[src/shared/qdcd_pkg.sv]
// Purpose: Shared constants for the quad-channel converter command decoder.
// Assumes: Command, upper and lower data bytes arrive in bus order from an external byte receiver.
// Notes: Field positions follow the command byte layout, from the high bit down.
`default_nettype none

package qdcd_pkg;
    localparam int CODE_W = 12;
    localparam int PD_W = 2;
    localparam int REG_W = 14;
    localparam int CHANNELS = 4;
    localparam int FIFO_DEPTH = 16;
    localparam int ENTRY_W = 9;
    localparam int ENTRY_FIRST_BIT = 8;

    localparam int CMD_EXT_HI_BIT = 7;
    localparam int CMD_EXT_LO_BIT = 6;
    localparam int CMD_MODE_HI_BIT = 5;
    localparam int CMD_MODE_LO_BIT = 4;
    localparam int CMD_PICK_HI_BIT = 2;
    localparam int CMD_PICK_LO_BIT = 1;
    localparam int CMD_PDFLAG_BIT = 0;

    localparam int UPPER_PD_HI_BIT = 7;
    localparam int UPPER_PD_LO_BIT = 6;
    localparam int LOWER_NIB_HI_BIT = 7;
    localparam int LOWER_NIB_LO_BIT = 4;
    localparam int REG_PD_HI_BIT = 13;
    localparam int REG_PD_LO_BIT = 12;

    localparam logic [1:0] MODE_STAGE_ONLY = 2'h0;
    localparam logic [1:0] MODE_LOAD_ONE = 2'h1;
    localparam logic [1:0] MODE_LOAD_ALL = 2'h2;
    localparam logic [1:0] MODE_BROADCAST = 2'h3;

    localparam logic [PD_W-1:0] PD_NORMAL = 2'h0;
    localparam logic [REG_W-1:0] REG_RESET = 14'h0000;
    localparam logic [7:0] BYTE_RESET = 8'h00;
endpackage

`default_nettype wire

[src/hw/qdcd_top.sv]
// Purpose: Command decoder and channel register bank of a quad 12-bit converter.
// Assumes: Bytes are delivered on the acknowledge falling edge; external load strobe is asynchronous.
// Notes: A FIFO decouples the byte receiver from the decoder; UPDATE_HOLD stalls draining.
//
// What this block does
// - Hold received command byte in eight-bit register.
// - Mode 00: write staging only, output unchanged.
// - Channel pick 00..11 selects channels A..D.
// - Mode 01: write staging and output of one.
// - Mode 10: write staging, load all outputs.
// - Broadcast, pick high 0: outputs from staging.
// - Broadcast, pick high 1: new data everywhere.
// - Broadcast, pick high 1, power-down flag: power-down all.
// - Upper data byte gives top eight bits.
// - Power-down flag: upper byte top bits are code.
// - Lower byte high nibble gives low bits.
// - Commit after second data byte is acknowledged.
// - Readback storage clears to zero at reset.
// - External load rising edge copies all staging.
// - Fourteen-bit staging register per channel.
// - Fourteen-bit output register per channel, immediate effect.
// - Upper byte register may hold power-down code.
`timescale 1ns/10ps
`default_nettype none

module qdcd_fifo #(
    parameter int WIDTH = 9,
    parameter int DEPTH = 16
) (
    input wire logic clk,
    input wire logic rst,
    input wire logic in_valid,
    input wire logic [WIDTH-1:0] in_data,
    output logic in_ready,
    output logic out_valid,
    output logic [WIDTH-1:0] out_data,
    input wire logic out_ready
);
    localparam int PW = $clog2(DEPTH);
    localparam int CW = $clog2(DEPTH + 1);

    logic [WIDTH-1:0] mem [DEPTH];
    logic [PW-1:0] wr_ptr;
    logic [PW-1:0] rd_ptr;
    logic [CW-1:0] count;
    logic [CW-1:0] next_count;
    logic push;
    logic pop;

    assign push = in_valid && in_ready;
    assign pop = out_valid && out_ready;
    assign out_data = mem[rd_ptr];

    always_comb begin
        next_count = count;
        if (push && !pop) begin
            next_count = count + 1'b1;
        end else if (!push && pop) begin
            next_count = count - 1'b1;
        end
    end

    always_ff @(posedge clk) begin
        if (push) begin
            mem[wr_ptr] <= in_data;
        end
    end

    // Pointers wrap naturally, so DEPTH must be a power of two.
    always_ff @(posedge clk or posedge rst) begin
        if (rst) begin
            wr_ptr <= '0;
            rd_ptr <= '0;
        end else begin
            if (push) begin
                wr_ptr <= wr_ptr + 1'b1;
            end
            if (pop) begin
                rd_ptr <= rd_ptr + 1'b1;
            end
        end
    end

    // Flags are registered from the next count so both ports see flop outputs.
    always_ff @(posedge clk or posedge rst) begin
        if (rst) begin
            count <= '0;
            in_ready <= 1'b1;
            out_valid <= 1'b0;
        end else begin
            count <= next_count;
            in_ready <= (next_count != CW'(DEPTH));
            out_valid <= (next_count != '0);
        end
    end
endmodule

module qdcd_top
    import qdcd_pkg::*;
#(
    parameter int DEPTH = FIFO_DEPTH
) (
    input wire logic MCLK,
    input wire logic RST,
    input wire logic BYTE_VALID,
    input wire logic [7:0] BYTE_DATA,
    input wire logic BYTE_FIRST,
    output logic BYTE_READY,
    input wire logic UPDATE_HOLD,
    input wire logic [1:0] EXT_ADDR_PINS,
    input wire logic EXT_LOAD_STROBE,
    input wire logic [1:0] READ_CHAN,
    output logic [REG_W-1:0] READ_DATA,
    output logic [7:0] COMMAND_BYTE,
    output logic [REG_W-1:0] OUT_CODE_A,
    output logic [REG_W-1:0] OUT_CODE_B,
    output logic [REG_W-1:0] OUT_CODE_C,
    output logic [REG_W-1:0] OUT_CODE_D
);
    typedef enum logic [1:0] {
        PS_WAIT_CMD,
        PS_WAIT_UPPER,
        PS_WAIT_LOWER,
        PS_COMMIT
    } qdcd_state_t;

    qdcd_state_t state;
    logic [7:0] command_byte;
    logic [7:0] upper_data_byte;
    logic [7:0] lower_data_byte;
    logic [REG_W-1:0] staging_reg [CHANNELS];
    logic [REG_W-1:0] output_channel [CHANNELS];
    logic [REG_W-1:0] read_data;

    logic fifo_valid;
    logic [ENTRY_W-1:0] fifo_entry;
    logic fifo_pop;
    logic entry_first;
    logic [7:0] entry_byte;

    logic ld_meta;
    logic ld_sync;
    logic ld_prev;
    logic ext_load_strobe;

    logic commit;
    logic [1:0] update_mode;
    logic [1:0] chan_pick;
    logic powerdown_flag;
    logic addr_match;
    logic broadcast;
    logic [PD_W-1:0] powerdown_code;
    logic [CODE_W-1:0] new_code;

    qdcd_fifo #(
        .WIDTH(ENTRY_W),
        .DEPTH(DEPTH)
    ) u_fifo (
        .clk(MCLK),
        .rst(RST),
        .in_valid(BYTE_VALID),
        .in_data({BYTE_FIRST, BYTE_DATA}),
        .in_ready(BYTE_READY),
        .out_valid(fifo_valid),
        .out_data(fifo_entry),
        .out_ready(fifo_pop)
    );

    assign entry_first = fifo_entry[ENTRY_FIRST_BIT];
    assign entry_byte = fifo_entry[7:0];
    // The commit cycle takes no byte, which also lets the decoder apply back-pressure.
    assign fifo_pop = fifo_valid && !UPDATE_HOLD && (state != PS_COMMIT);

    // The strobe is asynchronous, so it is synchronised before its rising edge is taken.
    always_ff @(posedge MCLK or posedge RST) begin
        if (RST) begin
            ld_meta <= 1'b0;
            ld_sync <= 1'b0;
            ld_prev <= 1'b0;
        end else begin
            ld_meta <= EXT_LOAD_STROBE;
            ld_sync <= ld_meta;
            ld_prev <= ld_sync;
        end
    end

    assign ext_load_strobe = ld_sync && !ld_prev;

    // A byte flagged first always restarts the sequence, so a cut-short transfer leaves no commit.
    always_ff @(posedge MCLK or posedge RST) begin
        if (RST) begin
            state <= PS_WAIT_CMD;
        end else begin
            case (state)
                PS_WAIT_CMD: begin
                    if (fifo_pop && entry_first) begin
                        state <= PS_WAIT_UPPER;
                    end
                end
                PS_WAIT_UPPER: begin
                    // A new command here opens a fresh transfer, so its first data byte is still the upper one.
                    if (fifo_pop && entry_first) begin
                        state <= PS_WAIT_UPPER;
                    end else if (fifo_pop) begin
                        state <= PS_WAIT_LOWER;
                    end
                end
                PS_WAIT_LOWER: begin
                    if (fifo_pop && entry_first) begin
                        state <= PS_WAIT_UPPER;
                    end else if (fifo_pop) begin
                        state <= PS_COMMIT;
                    end
                end
                PS_COMMIT: begin
                    state <= PS_WAIT_UPPER;
                end
                default: begin
                    state <= PS_WAIT_CMD;
                end
            endcase
        end
    end

    always_ff @(posedge MCLK or posedge RST) begin
        if (RST) begin
            command_byte <= BYTE_RESET;
            upper_data_byte <= BYTE_RESET;
            lower_data_byte <= BYTE_RESET;
        end else if (fifo_pop) begin
            if (entry_first) begin
                command_byte <= entry_byte;
            end else if (state == PS_WAIT_UPPER) begin
                upper_data_byte <= entry_byte;
            end else if (state == PS_WAIT_LOWER) begin
                lower_data_byte <= entry_byte;
            end
        end
    end

    assign commit = (state == PS_COMMIT);
    assign update_mode = {command_byte[CMD_MODE_HI_BIT], command_byte[CMD_MODE_LO_BIT]};
    assign chan_pick = {command_byte[CMD_PICK_HI_BIT], command_byte[CMD_PICK_LO_BIT]};
    assign powerdown_flag = command_byte[CMD_PDFLAG_BIT];
    assign broadcast = (update_mode == MODE_BROADCAST);
    // Broadcast commands are taken whatever the extended address says.
    assign addr_match = ({command_byte[CMD_EXT_HI_BIT], command_byte[CMD_EXT_LO_BIT]} == EXT_ADDR_PINS);
    assign powerdown_code = upper_data_byte[UPPER_PD_HI_BIT:UPPER_PD_LO_BIT];
    assign new_code = {upper_data_byte, lower_data_byte[LOWER_NIB_HI_BIT:LOWER_NIB_LO_BIT]};

    for (genvar ch = 0; ch < CHANNELS; ch++) begin : g_chan
        logic picked;
        logic stage_we;
        logic out_we;
        logic out_copy;
        logic [REG_W-1:0] new_value;
        logic [REG_W-1:0] next_stage;

        assign picked = (chan_pick == 2'(ch));
        // A power-down command keeps the stored code so a later load can resume it.
        assign new_value = powerdown_flag
            ? {powerdown_code, staging_reg[ch][CODE_W-1:0]}
            : {PD_NORMAL, new_code};
        assign stage_we = commit && ((!broadcast && addr_match && picked)
            || (broadcast && chan_pick[1]));
        assign out_we = commit && ((update_mode == MODE_LOAD_ONE && addr_match && picked)
            || (broadcast && chan_pick[1]));
        assign out_copy = ext_load_strobe
            || (commit && update_mode == MODE_LOAD_ALL && addr_match)
            || (commit && broadcast && !chan_pick[1]);
        assign next_stage = stage_we ? new_value : staging_reg[ch];

        always_ff @(posedge MCLK or posedge RST) begin
            if (RST) begin
                staging_reg[ch] <= REG_RESET;
            end else begin
                staging_reg[ch] <= next_stage;
            end
        end

        // A same-cycle command write to this output wins over a copy from staging.
        always_ff @(posedge MCLK or posedge RST) begin
            if (RST) begin
                output_channel[ch] <= REG_RESET;
            end else if (out_we) begin
                output_channel[ch] <= new_value;
            end else if (out_copy) begin
                output_channel[ch] <= next_stage;
            end
        end
    end

    always_ff @(posedge MCLK or posedge RST) begin
        if (RST) begin
            read_data <= REG_RESET;
        end else begin
            read_data <= output_channel[READ_CHAN];
        end
    end

    assign READ_DATA = read_data;
    assign COMMAND_BYTE = command_byte;
    assign OUT_CODE_A = output_channel[0];
    assign OUT_CODE_B = output_channel[1];
    assign OUT_CODE_C = output_channel[2];
    assign OUT_CODE_D = output_channel[3];
endmodule

`default_nettype wire

[config.mk]
export PLATFORM = sky130hd
export DESIGN_NAME = qdcd_top
export DESIGN_NICKNAME = d
export VERILOG_FILES = /design/src/shared/qdcd_pkg.sv /design/src/hw/qdcd_top.sv
export SDC_FILE = /design/constraint.sdc
export NUM_CORES = 1
export LEC_CHECK = 0
export BUFFER_PORTS_ARGS = -buffer_cell sky130_fd_sc_hd__buf_4
export CAP_MARGIN = 15
export CORE_UTILIZATION = 39
export CTS_CLUSTER_DIAMETER = 100
export CTS_CLUSTER_SIZE = 10
export DETAILED_ROUTE_END_ITERATION = 6
export MAX_ROUTING_LAYER = met4
export PLACE_DENSITY = 0.66
export SYNTH_ARGS = -nofsm -noshare
export SYNTH_HDL_FRONTEND = slang
export SYNTH_SLANG_ARGS = --single-unit
[constraint.sdc]
create_clock -name MCLK -period 6.4 [get_ports MCLK]
set_input_delay 1.28 -clock MCLK [delete_from_list [all_inputs] [get_ports MCLK]]
set_output_delay 1.28 -clock MCLK [all_outputs]
set_load 0.01 [all_outputs]
==> flow_results.org, run 1 <==
** Outcome
- The run finished with clean final reports.

** Critical path
- R2r setup slk :: 3.39 ns
- In this run the critical register-to-register path is launched from COMMAND_BYTE[5].
- CP top delay family :: compound AO/OA/AOI/OAI gates
- The worst setup path is of the input pin to flop kind.
- Endpoint type of the worst setup path :: flop
- For this run, the slowest stage of the critical path takes 0.87 ns.
- Startpoint type of the worst setup path :: input pin
- For the worst setup path, the data required time is 6.76 ns.
- The most critical setup path has its startpoint at EXT_ADDR_PINS[1].
- Worst path arrival time :: 3.37 ns
- The number of buffers and inverters on the critical path is 1.
- The signal on the critical path passes through buf_4, xor2_2, nor3_4, a31oi_2, and2_1, a221oi_1.
- Among all stages on the critical path, the largest delay is contributed by sky130_fd_sc_hd__a31oi_2.
- Along the worst path, the maximum fanout reaches 21.

** Place
- Final weighted congestion in routability-driven placement :: 0.8716
- Detailed placement HPWL :: 20870 um
- In this run the cell area measured after placement is 14630 um^2.
- The count of buffers added on input and output ports is 96.
- Once placement completed, the tool counted placed cells totaling 1417.

** Detailed routing
- Total routed wirelength :: 31090 um
- Number of vias after detailed routing :: 8122
- Starting DRC count in detailed routing :: 662
- Post-DR wirelength/cell :: 21.17 um
- DR pass1 iterations :: 7
- Via density per instance :: 5.529
- In the routed design, unresolved DRC markers number 0.
- Final antenna-violating net count :: 0

** Floorplanning
- For this configuration, the core starts out at a cell density of 0.4000.
- The floorplan step set the die height to 188.1 um.
- Pin placement for this block handled 97 I/O pins.
- Area enclosed by the die boundary :: 35400 um^2
- Core box area :: 33780 um^2
- Width of the die :: 188.1 um
- The initialized floorplan defines 67 standard-cell rows.

** Global route
- Entering global routing, the biggest net connects 71 pins.
- The initial antenna violation count was 0.
- The first global-routing pass estimated 49020 um of wire.
- Vias in the first global route :: 8285
- Global Route Usage Sum :: 0.1844
- Global routing finished with a remaining overflow of 0.

** Finish
- Area Growth Syn to Fin :: 15.51%
- Filler-free cell count of the finished design :: 1469
- In the final design database the tool counted 1036 nets.
- Number of antenna repair diodes :: 0
- In the final layout, the share of cells above drive strength 1 is 0.2527.
- The register with the most flip-flops in the layout has 144 of them.
- Share of the core filled with cells :: 0.4620
- Summed area of non-filler cells in the final layout :: 15610 um^2

** STA
- Shortest period the worst path allows :: 3.017 ns
- Actual slew at the worst max-slew pin :: 1.225 ns
- The final-report hold violation count was 0.
- Unrepaired setup endpoints after global routing :: false
- In the final timing run, aggregate negative setup slack is 0 ns.
- Count of final max-slew check failures :: 0
- Fraction of the cycle the final worst path needs :: 0.4715
- Setup violations remaining at the end of the flow were counted as 0.
- Headroom to the max-slew limit came out at 0.1756.
- Fmax :: 331.4 MHz
- Hold is met by 0.3534 ns.
- Largest clock skew in the final design :: 0.01502 ns

** CTS
- Number of buffers created by CTS :: 36
- Maximum root-to-sink buffer count :: 3
- Hold buffers post-CTS :: 0
- Clock-pin slew was measured on the worst setup and hold paths at 0.05 ns.
- The H-tree was split into 2 levels.
- For the worst-skew pair, the clock arrives at the later sink with an insertion delay of 0.52 ns.
- Clk sink count :: 310
- After clock tree synthesis, the repair step resized 0 gates.
- TritonCTS built the clock tree.
- Post-CTS timing repair inserted 0 buffers for setup.
- The cell sitting at the root of the clock tree is a sky130_fd_sc_hd__clkbuf_16.

** Yosys
- Synthesized netlist net count :: 940
- In this run, distinct cell masters in the synthesized netlist total 73.
- In this run the cell area of the synthesized design comes to 13510 um^2.
- Leading cell types by total area after synthesis :: sky130_fd_sc_hd__edfxtp_1 (32%), sky130_fd_sc_hd__dfrtp_1 (31%), sky130_fd_sc_hd__mux4_2 (8.8%)
- After synthesis the netlist holds a flip-flop and latch count of 310.
- Synthesized instance count :: 911
- For this run, the leading register cell type out of synthesis is sky130_fd_sc_hd__dfrtp_1.
- Fraction of synthesized cell area taken by the top area cell type :: 0.3200
- Share of the yosys chip area belonging to registers :: 0.6275
- Ys async rst share :: 0.5355
- Dividing the synthesized area by the synthesized cell count gives 14.83 um^2.
- In this run, synthesis inferred 144 flip-flops with an integrated enable.
- Yosys printed 0 warnings.
- Summed over all instances, the cell type with the most area after synthesis is sky130_fd_sc_hd__edfxtp_1.

** Power and ir drop
- Pleak :: 6.579 nW
- The worst-case IR drop observed on VDD is 261.6 uV.
- Dividing total power by cell area gives a power density of 458.5 nW/um^2.

** Flow run
- Max-cap violations in this run came to 0.

** Worst hold path
- In this run the most critical hold path is launched from ld_meta.
- Path class of the lowest-slack min-delay path :: flop to flop
[power breakdown]
part | switching (mW) | total, mW | internal [mW]
clock | 0.739 | 1.79 | 1.05
combinational | 1.24 | 2.38 | 1.14
sequential | 0.431 | 2.99 | 2.56
[path summary, 6_finish.rpt]
check	end	depth (start not counted)
setup reg to reg	OUT_CODE_A[6]	4
min in group asynchronous	staging_reg[46]	2
hold / removal	ld_sync	0
max in group asynchronous	staging_reg[35]	3
setup / recovery	OUT_CODE_A[13]	6
hold reg to reg	ld_sync	0
[cell families (layout without fill, tap and decap cells)]
kind of cell               count (synthesis)  count (layout)  synth area share
AOI/OAI and AO/OA                        145             145           0.08565
xor gates and xnor gates                  15              15           0.01083
adders and majority gates                 11              11           0.01019
buffers and inverters                    116             226           0.03954
DFF                                      310             310            0.6275
muxes                                    138             138            0.1573
and+or+nand+nor                          176             176           0.06898
[cell usage in the layout (no fill, tap or decap), drive strengths merged, types with 14 or more instances in the layout]
cell type and count:
edfxtp 144, mux4 55, clkbuf 52, nor2 23, inv 65, dfrtp 165
or3 14, and2 20, buf 108, mux2 39, a21oi 18, nand3 26
nand2 49, mux2i 44
[synth_stat cells (all sizes together) (7+ instances only)]
cell type	n
o311ai	12
nor2	23
nand2	49
dfrtp	165
and2	20
a211o	7
o21ai	10
a21oi	18
clkbuf	16
mux2i	44
a2bb2oi	12
nor2b	9
buf	34
mux2	39
nand3	26
o221ai	12
and3	13
ha	11
inv	65
or3	14
o211ai	9
edfxtp	144
a221o	7
mux4	55
o22ai	12
o2bb2ai	9
xnor2	12
[final cells by class]
type | count | area, um^2
tap | 448 | 560.5
multi-input combinational | 485 | 4521
timing repair buffer | 108 | 810.8
sequential | 310 | 8482
fill | 2937 | 18170
inverter | 66 | 252.7
clock buffer | 52 | 982.2
[through the flow]
step,power (mW),worst slack [ns]
finish,7.156,3.383
floorplan,4.574,0.6316
global route,7.543,3.239
global placement,5.340,2.984
detailed placement,5.411,2.927
CTS,7.211,3.426
[metal layers]
layer | wire length (um) | GRT usage | up-vias
met2 | 14650 | 0.2816 | 261
met3 | 1803 | 0.03388 | 59
li1 | - | - | 3651
met5 | 0 | - | -
met1 | 13900 | 0.2538 | 4151
met4 | 747 | 0.04784 | 0
Power figures use the tool's default switching activity.
==> run 2: changes to the inputs <==
--- a/config.mk
+++ b/config.mk
@@ -5,6 +5,7 @@
 export SDC_FILE = /design/constraint.sdc
 export NUM_CORES = 1
 export LEC_CHECK = 0
+export ABC_AREA = 1
 export BUFFER_PORTS_ARGS = -buffer_cell sky130_fd_sc_hd__buf_4
 export CAP_MARGIN = 15
 export CORE_UTILIZATION = 39
@@ -12,7 +13,7 @@
 export CTS_CLUSTER_SIZE = 10
 export DETAILED_ROUTE_END_ITERATION = 6
 export MAX_ROUTING_LAYER = met4
-export PLACE_DENSITY = 0.66
+export PLACE_DENSITY = 0.68
 export SYNTH_ARGS = -nofsm -noshare
 export SYNTH_HDL_FRONTEND = slang
 export SYNTH_SLANG_ARGS = --single-unit
==> constraint.sdc (replaced) <==
create_clock -name MCLK -period 2.7 [get_ports MCLK]
set_input_delay 0.54 -clock MCLK [delete_from_list [all_inputs] [get_ports MCLK]]
set_output_delay 0.54 -clock MCLK [all_outputs]
set_load 0.01 [all_outputs]
==> flow_results.org, run 2 <==
** Critical path
- Worst path arrival time :: 2.64 ns (-0.73 ns)
- Endpoint type of the worst setup path :: flop
- The maximum net fanout on the critical path was 35 (+67%).
- The critical path is of the flop to flop type.
- Sequence of cells on the critical path :: inv_1, nand3_1, nand3_1, nand3_1, nand2_2, nor2_4, nand2_1, nand2_1, nand2_1
- Startpoint type of the worst setup path :: flop
- Crit Reg-Reg Endpoint :: upper_data_byte[3]
- Crit path largest cell delay :: 0.78 ns (-0.09 ns)
- The largest individual stage delay along the critical path comes from the cell sky130_fd_sc_hd__dfrtp_2.
- R2r setup slk :: 0.46 ns (-2.93 ns)
- The depth of the worst register-to-register path came to 9 (+5).
- The data required time of the critical path is 3.09 ns (-3.67 ns).
- In this run the critical register-to-register path is launched from u_fifo.rd_ptr[1].

** Finish
- The antenna diode count is 0 (unchanged).
- The area of combinational cells with multiple inputs was 4156 um^2 (-8.1%).
- The final layout net count came to 1471 (+42%).
- Layout cells sized above 1 :: 0.1284 (-0.1243)
- Filler cells :: 3119 (+6.2%)
- Number of flip-flops in the largest register :: 144 (unchanged)
- Commonest non-fill, non-tap cell in the layout :: sky130_fd_sc_hd__nand2_1
- Area Growth Syn to Fin :: 15.87%
- The post-layout utilization of the core is 0.4609 (-0.001153).
- The top cell types in the final layout, fill and taps aside, are sky130_fd_sc_hd__nand2_1 (275), sky130_fd_sc_hd__nand3_1 (164), sky130_fd_sc_hd__dfrtp_1 (163).
- Area of all sequential standard cells :: 8482 um^2 (unchanged)

** CTS
- Number of buffers created by CTS :: 36 (unchanged)
- The depth of the CTS H-tree was 2 (unchanged).
- Clock tree from TritonCTS :: yes
- Clk Tree Root Cell :: sky130_fd_sc_hd__clkbuf_16
- CTS-repair resized insts :: 0 (unchanged)
- The total number of clock tree sinks was 310 (unchanged).
- The number of buffers on the longest clock path was 3 (unchanged).
- Hold buffers post-CTS :: 0 (unchanged)
- Post-CTS setup repair buffer count :: 0 (unchanged)
- Clock edge transition at the registers on the reported setup and hold paths :: 0.05 ns (about the same)
- Worst-Skew Late Latency :: 0.52 ns (about the same)

** Floorplanning
- The core region area is 33700 um^2 (-0.25%).
- The I/O pin count is 97 (unchanged).
- The effective utilization at floorplan is 0.3978 (-0.002235).
- The area of the die came to 35120 um^2 (-0.80%).
- The cell row count is 67 (unchanged).
- The horizontal die dimension was 187.4 um (-0.40%).
- Chip Height :: 187.4 um (-0.40%)

** Power and ir drop
- The worst ir drop on vdd came to 627.9 uV (+140%).
- Pleak :: 6.808 nW (+3.5%)
- Sequential share of power :: 0.407 (-0.011)
- The power per cell area came to 1158 nW/um^2 (+150%).
- The portion of total power attributed to the clock network is 0.232 (-0.018).
- The internal cell power came to 10.99 mW (+130%).
- The switching component of the power came to 6.992 mW (+190%).
- The switching part of the total is 0.3888 (+0.05169).
- The combinational fraction of design power is 0.361 (+0.028).

** Global route
- The number of global-route vias before repair came to 9715 (+17%).
- Maximum number of pins on one net before global-route repair :: 95 (+34%)
- Congestion Overflow GR :: 0 (unchanged)
- The global router's overall resource usage was 0.2027 (+0.01829).
- The initial antenna violation count came to 0 (unchanged).
- The first-pass GRT wire length was 54250 um (+11%).

** Yosys
- The count of cell types in the netlist is 35 (-52%).
- The count of yosys warnings during synthesis was 0 (unchanged).
- Share of the yosys chip area belonging to registers :: 0.6326 (+0.005096)
- The gate count of the mapped netlist was 1348 (+48%).
- Sorting the synthesized cells by area gives the leading types as sky130_fd_sc_hd__edfxtp_1 (32%), sky130_fd_sc_hd__dfrtp_1 (31%), sky130_fd_sc_hd__nand2_1 (7.7%).
- Post-synth design cell area :: 13400 um^2 (-0.81%)
- By count the netlist is led by sky130_fd_sc_hd__nand2_1 (275), sky130_fd_sc_hd__dfrtp_1 (165), sky130_fd_sc_hd__nand3_1 (164).
- Post-synth EDFFs :: 144 (unchanged)
- The average footprint of a synthesized cell came to 9.944 um^2 (-33%).
- The top-area cell type share of the netlist area is 0.3226 (+0.002599).
- Most used DFF post-synth :: sky130_fd_sc_hd__dfrtp_1
- Cell with the most instances after synthesis :: sky130_fd_sc_hd__nand2_1
- The register bit count reported by yosys was 310 (unchanged).
- Largest area contributor in the netlist :: sky130_fd_sc_hd__edfxtp_1
- Synthesized netlist net count :: 1377 (+46%)
- Ys async rst share :: 0.5355 (unchanged)

** STA
- The final max-slew violation count is 0 (unchanged).
- Of the available clock period, the critical path in the final layout requires 0.8309.
- Relative max-transition margin :: 0.4005 (+0.2249)
- The setup violation total in the final timing report came to 0 (unchanged).
- The final-report hold violation count came to 0 (unchanged).
- Setup TNS :: 0 ns (unchanged)
- Largest clock skew in the final design :: 0.01974 ns (+0.004719 ns)
- The pin slew with the least headroom to its limit came to 0.8959 ns (-0.3294 ns).
- Shortest period the worst path allows :: 2.244 ns
- Unrepaired setup endpoints after global routing :: false
- Derived from the worst setup path, the maximum achievable clock frequency is 445.7 MHz.

** Worst hold path
- The startpoint identified for the worst hold timing path is EXT_LOAD_STROBE.
- Path class of the lowest-slack min-delay path :: input pin to flop
- Hold endpoint :: ld_meta
- The number of instances on the worst hold path came to 1 (+1).

** Place
- The final weighted congestion in routability-driven placement was 0.8971 (+2.9%).
- The placed wire-length estimate after detailed placement was 22350 um (+7.1%).
- The port buffer count is 96 (unchanged).

** Detailed routing
- Remaining routing DRC violations :: 0 (unchanged)
- The via-per-instance ratio is 5.286 (-4.4%).
- The routed via count came to 10030 (+23%).
- The antenna violation net count after detailed routing was 0 (unchanged).
- The number of detailed-routing iterations run before antenna repair came to 5 (-2).
- Post-DR wirelength/cell :: 17.92 um (-15%)
- The starting DRC count in detailed routing was 1110 (+68%).
- Total routed wirelength :: 34000 um (+9.3%)

** Flow run
- The number of max-cap violations came to 0 (unchanged).

** Outcome
- Outcome :: completed
run 2: metal layers:
| layer | up-vias | global-route usage | part of all wire |
|---|---|---|---|
| li1 | 4737 | - | - |
| met1 | 4867 | 0.2718 | 0.44 |
| met2 | 360 | 0.3143 | 0.47 |
| met3 | 64 | 0.03677 | 0.068 |
| met4 | 0 | 0.06035 | 0.025 |
| met5 | - | - | 0 |
run 2: how the worst max path moves through the flow:
| stage | depth (start not counted) | start | slack [ns] | to |
|---|---|---|---|---|
| 6_report | 9 | u_fifo.rd_ptr[1] | 0.46 | upper_data_byte[3] |
| 4_1_cts | 9 | u_fifo.rd_ptr[1] | 0.50 | upper_data_byte[6] |
| 2_1_floorplan | 1 | RST | 0.05 | COMMAND_BYTE[0] |
| 5_1_grt | 9 | u_fifo.rd_ptr[1] | 0.28 | upper_data_byte[0] |
| 3_5_place_dp | 5 | BYTE_VALID | 0.48 | u_fifo.mem[14][0] |
| 3_3_place_gp | 5 | BYTE_VALID | 0.50 | u_fifo.mem[14][0] |
run 2: area by class of cell:
class                   count  area share
clock buffers              43     0.05970
clock inverters             2    0.001611
inverters                 106     0.02602
multi-input cells         863      0.2676
flip-flops and latches    310      0.5461
well taps                 448     0.03609
repair buffers            125     0.06284
run 2: cell families after synthesis:
group	Yosys count	synth area share
DFF	310	0.6326
AOI/OAI and AO/OA	252	0.1031
xor gates and xnor gates	11	0.007188
adders and majority gates	11	0.01027
and+or+nand+nor	589	0.1895
buffers and inverters	175	0.05731
run 2: power groups by stage:
stage	combinational [mW]	clock (mW)	sequential, mW
2_1_floorplan	4.12	0	7.19
3_3_place_gp	6.32	0	7.34
3_5_place_dp	6.44	0	7.37
4_1_cts	6.50	4.25	7.29
5_1_grt	7.23	4.43	7.46
6_report	6.48	4.17	7.33
run 2: worst max-delay path: cells and delay by family, from the launching register on:
family / cells / cell delay (ns)
simple gates: 8 / 1.12
flops: 1 / 0.78
buf+inv: 1 / 0.21
run 2: metrics by stage:
stage	setup WS, ns	cells	power, mW	hold WS, ns	area, um^2
2_1_floorplan	0.04805	1348	11.31	0.3312	13410
3_3_place_gp	0.4950	1852	13.66	0.3355	14580
3_5_place_dp	0.4801	1852	13.82	0.3379	14580
4_1_cts	0.4987	1897	18.04	0.1108	15530
5_1_grt	0.2798	1897	19.13	0.1113	15530
6_report	0.4565	1897	17.98	0.1318	15530
==> run 3: changes to the inputs <==
--- a/config.mk
+++ b/config.mk
@@ -13,7 +13,7 @@
 export CTS_CLUSTER_SIZE = 10
 export DETAILED_ROUTE_END_ITERATION = 6
 export MAX_ROUTING_LAYER = met4
-export PLACE_DENSITY = 0.68
+export PLACE_DENSITY = 0.66
 export SYNTH_ARGS = -nofsm -noshare
 export SYNTH_HDL_FRONTEND = slang
 export SYNTH_SLANG_ARGS = --single-unit
==> constraint.sdc (replaced) <==
create_clock -name MCLK -period 2.3 [get_ports MCLK]
set_input_delay 0.46 -clock MCLK [delete_from_list [all_inputs] [get_ports MCLK]]
set_output_delay 0.46 -clock MCLK [all_outputs]
set_load 0.01 [all_outputs]
==> flow_results.org, run 3 (synthesis results as in run 2) <==
** Outcome
- Outcome :: completed

** STA
- The pin slew with the least headroom to its limit came to 0.5909 ns (-0.3051 ns).
- Endpoints failing hold :: 0 (unchanged)
- The final setup skew was 0.02732 ns (+0.007589 ns).
- Relative max-transition margin :: 0.6061 (+0.2056)
- In the finished design, the share of the clock period the worst path needs comes to 0.8926.
- Based on the critical path, the design can be clocked at up to 487.1 MHz.
- The final max-slew violation count was 0 (unchanged).
- The setup TNS after final layout was 0 ns (unchanged).
- The setup violation total in the final timing report came to 0 (unchanged).
- Shortest period the worst path allows :: 2.053 ns
- Setup repair after global routing left no endpoint under its margin.

** Critical path
- Startpoint type of the worst setup path :: flop
- The largest individual stage delay along the critical path comes from the cell sky130_fd_sc_hd__buf_4.
- The worst setup path is of the flop to primary output kind.
- Crit-path most repeated cell :: sky130_fd_sc_hd__buf_4
- The critical path arrival was 1.59 ns (-1.05 ns).
- Endpoint type of the worst setup path :: primary output
- Traced cell by cell, the critical path runs through buf_4, buf_4.
- Worst-path maximum fanout :: 51 (+46%)
- Crit path largest cell delay :: 0.48 ns (-0.30 ns)
- Data required time of the worst path :: 1.84 ns (-1.25 ns)

** Detailed routing
- The routed via count is 10050 (+0.25%).
- The post-detailed-routing wire length came to 34470 um (+1.4%).
- The starting DRC count in detailed routing was 897 (-19%).
- Via density per instance :: 5.209 (-1.5%)
- The antenna violation net count after detailed routing was 0 (unchanged).
- The post-detailed-route DRC marker count came to 0 (unchanged).
- DR pass1 iterations :: 5 (unchanged)
- Post-DR wirelength/cell :: 17.86 um (-0.33%)

** Place
- DP Area :: 14770 um^2 (+1.3%)
- Final weighted congestion in routability-driven placement :: 0.9670 (+7.8%)
- The placed wire-length estimate after detailed placement came to 22720 um (+1.7%).
- Total of buffers placed on input and output ports :: 96 (unchanged)
- The number of cells in the design after placement was 1872 (+1.1%).

** CTS
- The number of buffers on the longest clock path is 3 (unchanged).
- The clock slew seen by the registers of the worst setup and hold paths was 0.06 ns (about the same).
- TritonCTS built the clock tree.
- The count of cells resized by post-cts repair came to 0 (unchanged).
- The clock latency reported for the late side of the worst-skew pair is 0.52 ns (about the same).
- The total number of clock tree sinks came to 310 (unchanged).
- The depth of the CTS H-tree is 2 (unchanged).
- Clk Tree Root Cell :: sky130_fd_sc_hd__clkbuf_16
- Number of buffers created by CTS :: 37 (+2.8%)

** Worst hold path
- Path class of the lowest-slack min-delay path :: input pin to flop

** Finish
- Commonest cells after routing, fill and taps aside :: sky130_fd_sc_hd__nand2_1 (275), sky130_fd_sc_hd__nand3_1 (164), sky130_fd_sc_hd__dfrtp_1 (163)
- The share of cells above drive strength 1 came to 0.1417 (+0.01334).
- Area Growth Syn to Fin :: 18.02%
- The flip-flop count of the largest register, all copies and words added was 144 (unchanged).
- Number of nets at the end of the flow :: 1493 (+1.5%)
- Number of antenna repair diodes :: 0 (unchanged)
- Commonest non-fill, non-tap cell in the layout :: sky130_fd_sc_hd__nand2_1
- The finished layout cell area came to 15820 um^2 (+1.9%).
- Filler-free cell count of the finished design :: 1930 (+1.7%)

** Floorplanning
- Core box area :: 33700 um^2 (unchanged)
- The area of the die is 35120 um^2 (unchanged).
- Chip Height :: 187.4 um (unchanged)
- The I/O pin count was 97 (unchanged).
- The horizontal die dimension came to 187.4 um (unchanged).
- Num rows :: 67 (unchanged)
- Starting utilization of the core area :: 0.3978 (unchanged)

** Global route
- The global router's overall resource usage was 0.2047 (+0.002000).
- Maximum number of pins on one net before global-route repair :: 95 (unchanged)
- The first-pass GRT wire length came to 54690 um (+0.80%).
- The initial antenna violation count came to 0 (unchanged).
- Vias in the first global route :: 9928 (+2.2%)
- Congestion Overflow GR :: 0 (unchanged)

** Power and ir drop
- Cell Pwr Density :: 1368 nW/um^2 (+18%)
- Largest voltage drop on the vdd net :: 676.7 uV (+7.8%)
- The static leakage is 6.967 nW (+2.3%).

** Flow run
- Max-cap check violation count :: 0 (unchanged)
-- run 3: routing by layer --
layer  GRT usage  up-vias  share of wire
met2      0.3173      343           0.46
li1            -     4786              -
met1      0.2675     4848           0.44
met4     0.08224        0          0.038
met5           -        -              0
met3     0.03508       76          0.061
-- run 3: layout make-up --
class                      instances  area, um^2
tap                              448       560.5
multi-input combinational        863        4156
clock buffer                      53       996.0
clock inverter                     4       46.29
inverter                         106       404.1
timing repair buffer             146        1174
fill                            3090       17880
sequential                       310        8482
-- run 3: where the power goes --
part           internal (mW)  leakage, nW  switching [mW]
Clock                   3.00        0.504            2.18
Sequential              7.33         3.34            1.30
Combinational           2.90         3.12            4.93
-- run 3: worst paths after layout --
| path | start | to | slack, ns | cells past startpoint |
|---|---|---|---|---|
| worst max-delay path | COMMAND_BYTE[0] | COMMAND_BYTE[0] | 0.25 | 2 |
| worst min-delay path | EXT_LOAD_STROBE | ld_meta | 0.04 | 1 |
| worst max register to register | state[0] | OUT_CODE_A[6] | 0.26 | 7 |
| worst min register to register | ld_meta | ld_sync | 0.36 | 0 |
| max in group asynchronous | RST | u_fifo.in_ready | 1.10 | 4 |
| min in group asynchronous | RST | staging_reg[48] | 0.53 | 3 |
-- run 3: repair_timing --
item / CTS / global route
hold endpoints to repair: 10 / 0
hold buffers: 1 / 0
buffers inserted: 0 / 0
-- run 3: critical path: cells and delay by family, from the launching register on --
| kind | cells | cell delay, ns |
|---|---|---|
| buf+inv | 2 | 0.71 |
| flops | 1 | 0.34 |
-- run 3: per-stage QoR --
stage	util	hold WS [ns]	setup WS, ns	total power, mW
4_1_cts	0.4694	0.02527	0.2460	21.73
5_1_grt	0.4694	0.02893	0.07222	23.02
2_1_floorplan	-	0.3312	-0.2719	13.27
3_3_place_gp	0.4382	0.3341	0.2034	16.28
3_5_place_dp	0.4382	0.3387	0.2127	16.49
6_report	0.4694	0.03872	0.2471	21.65
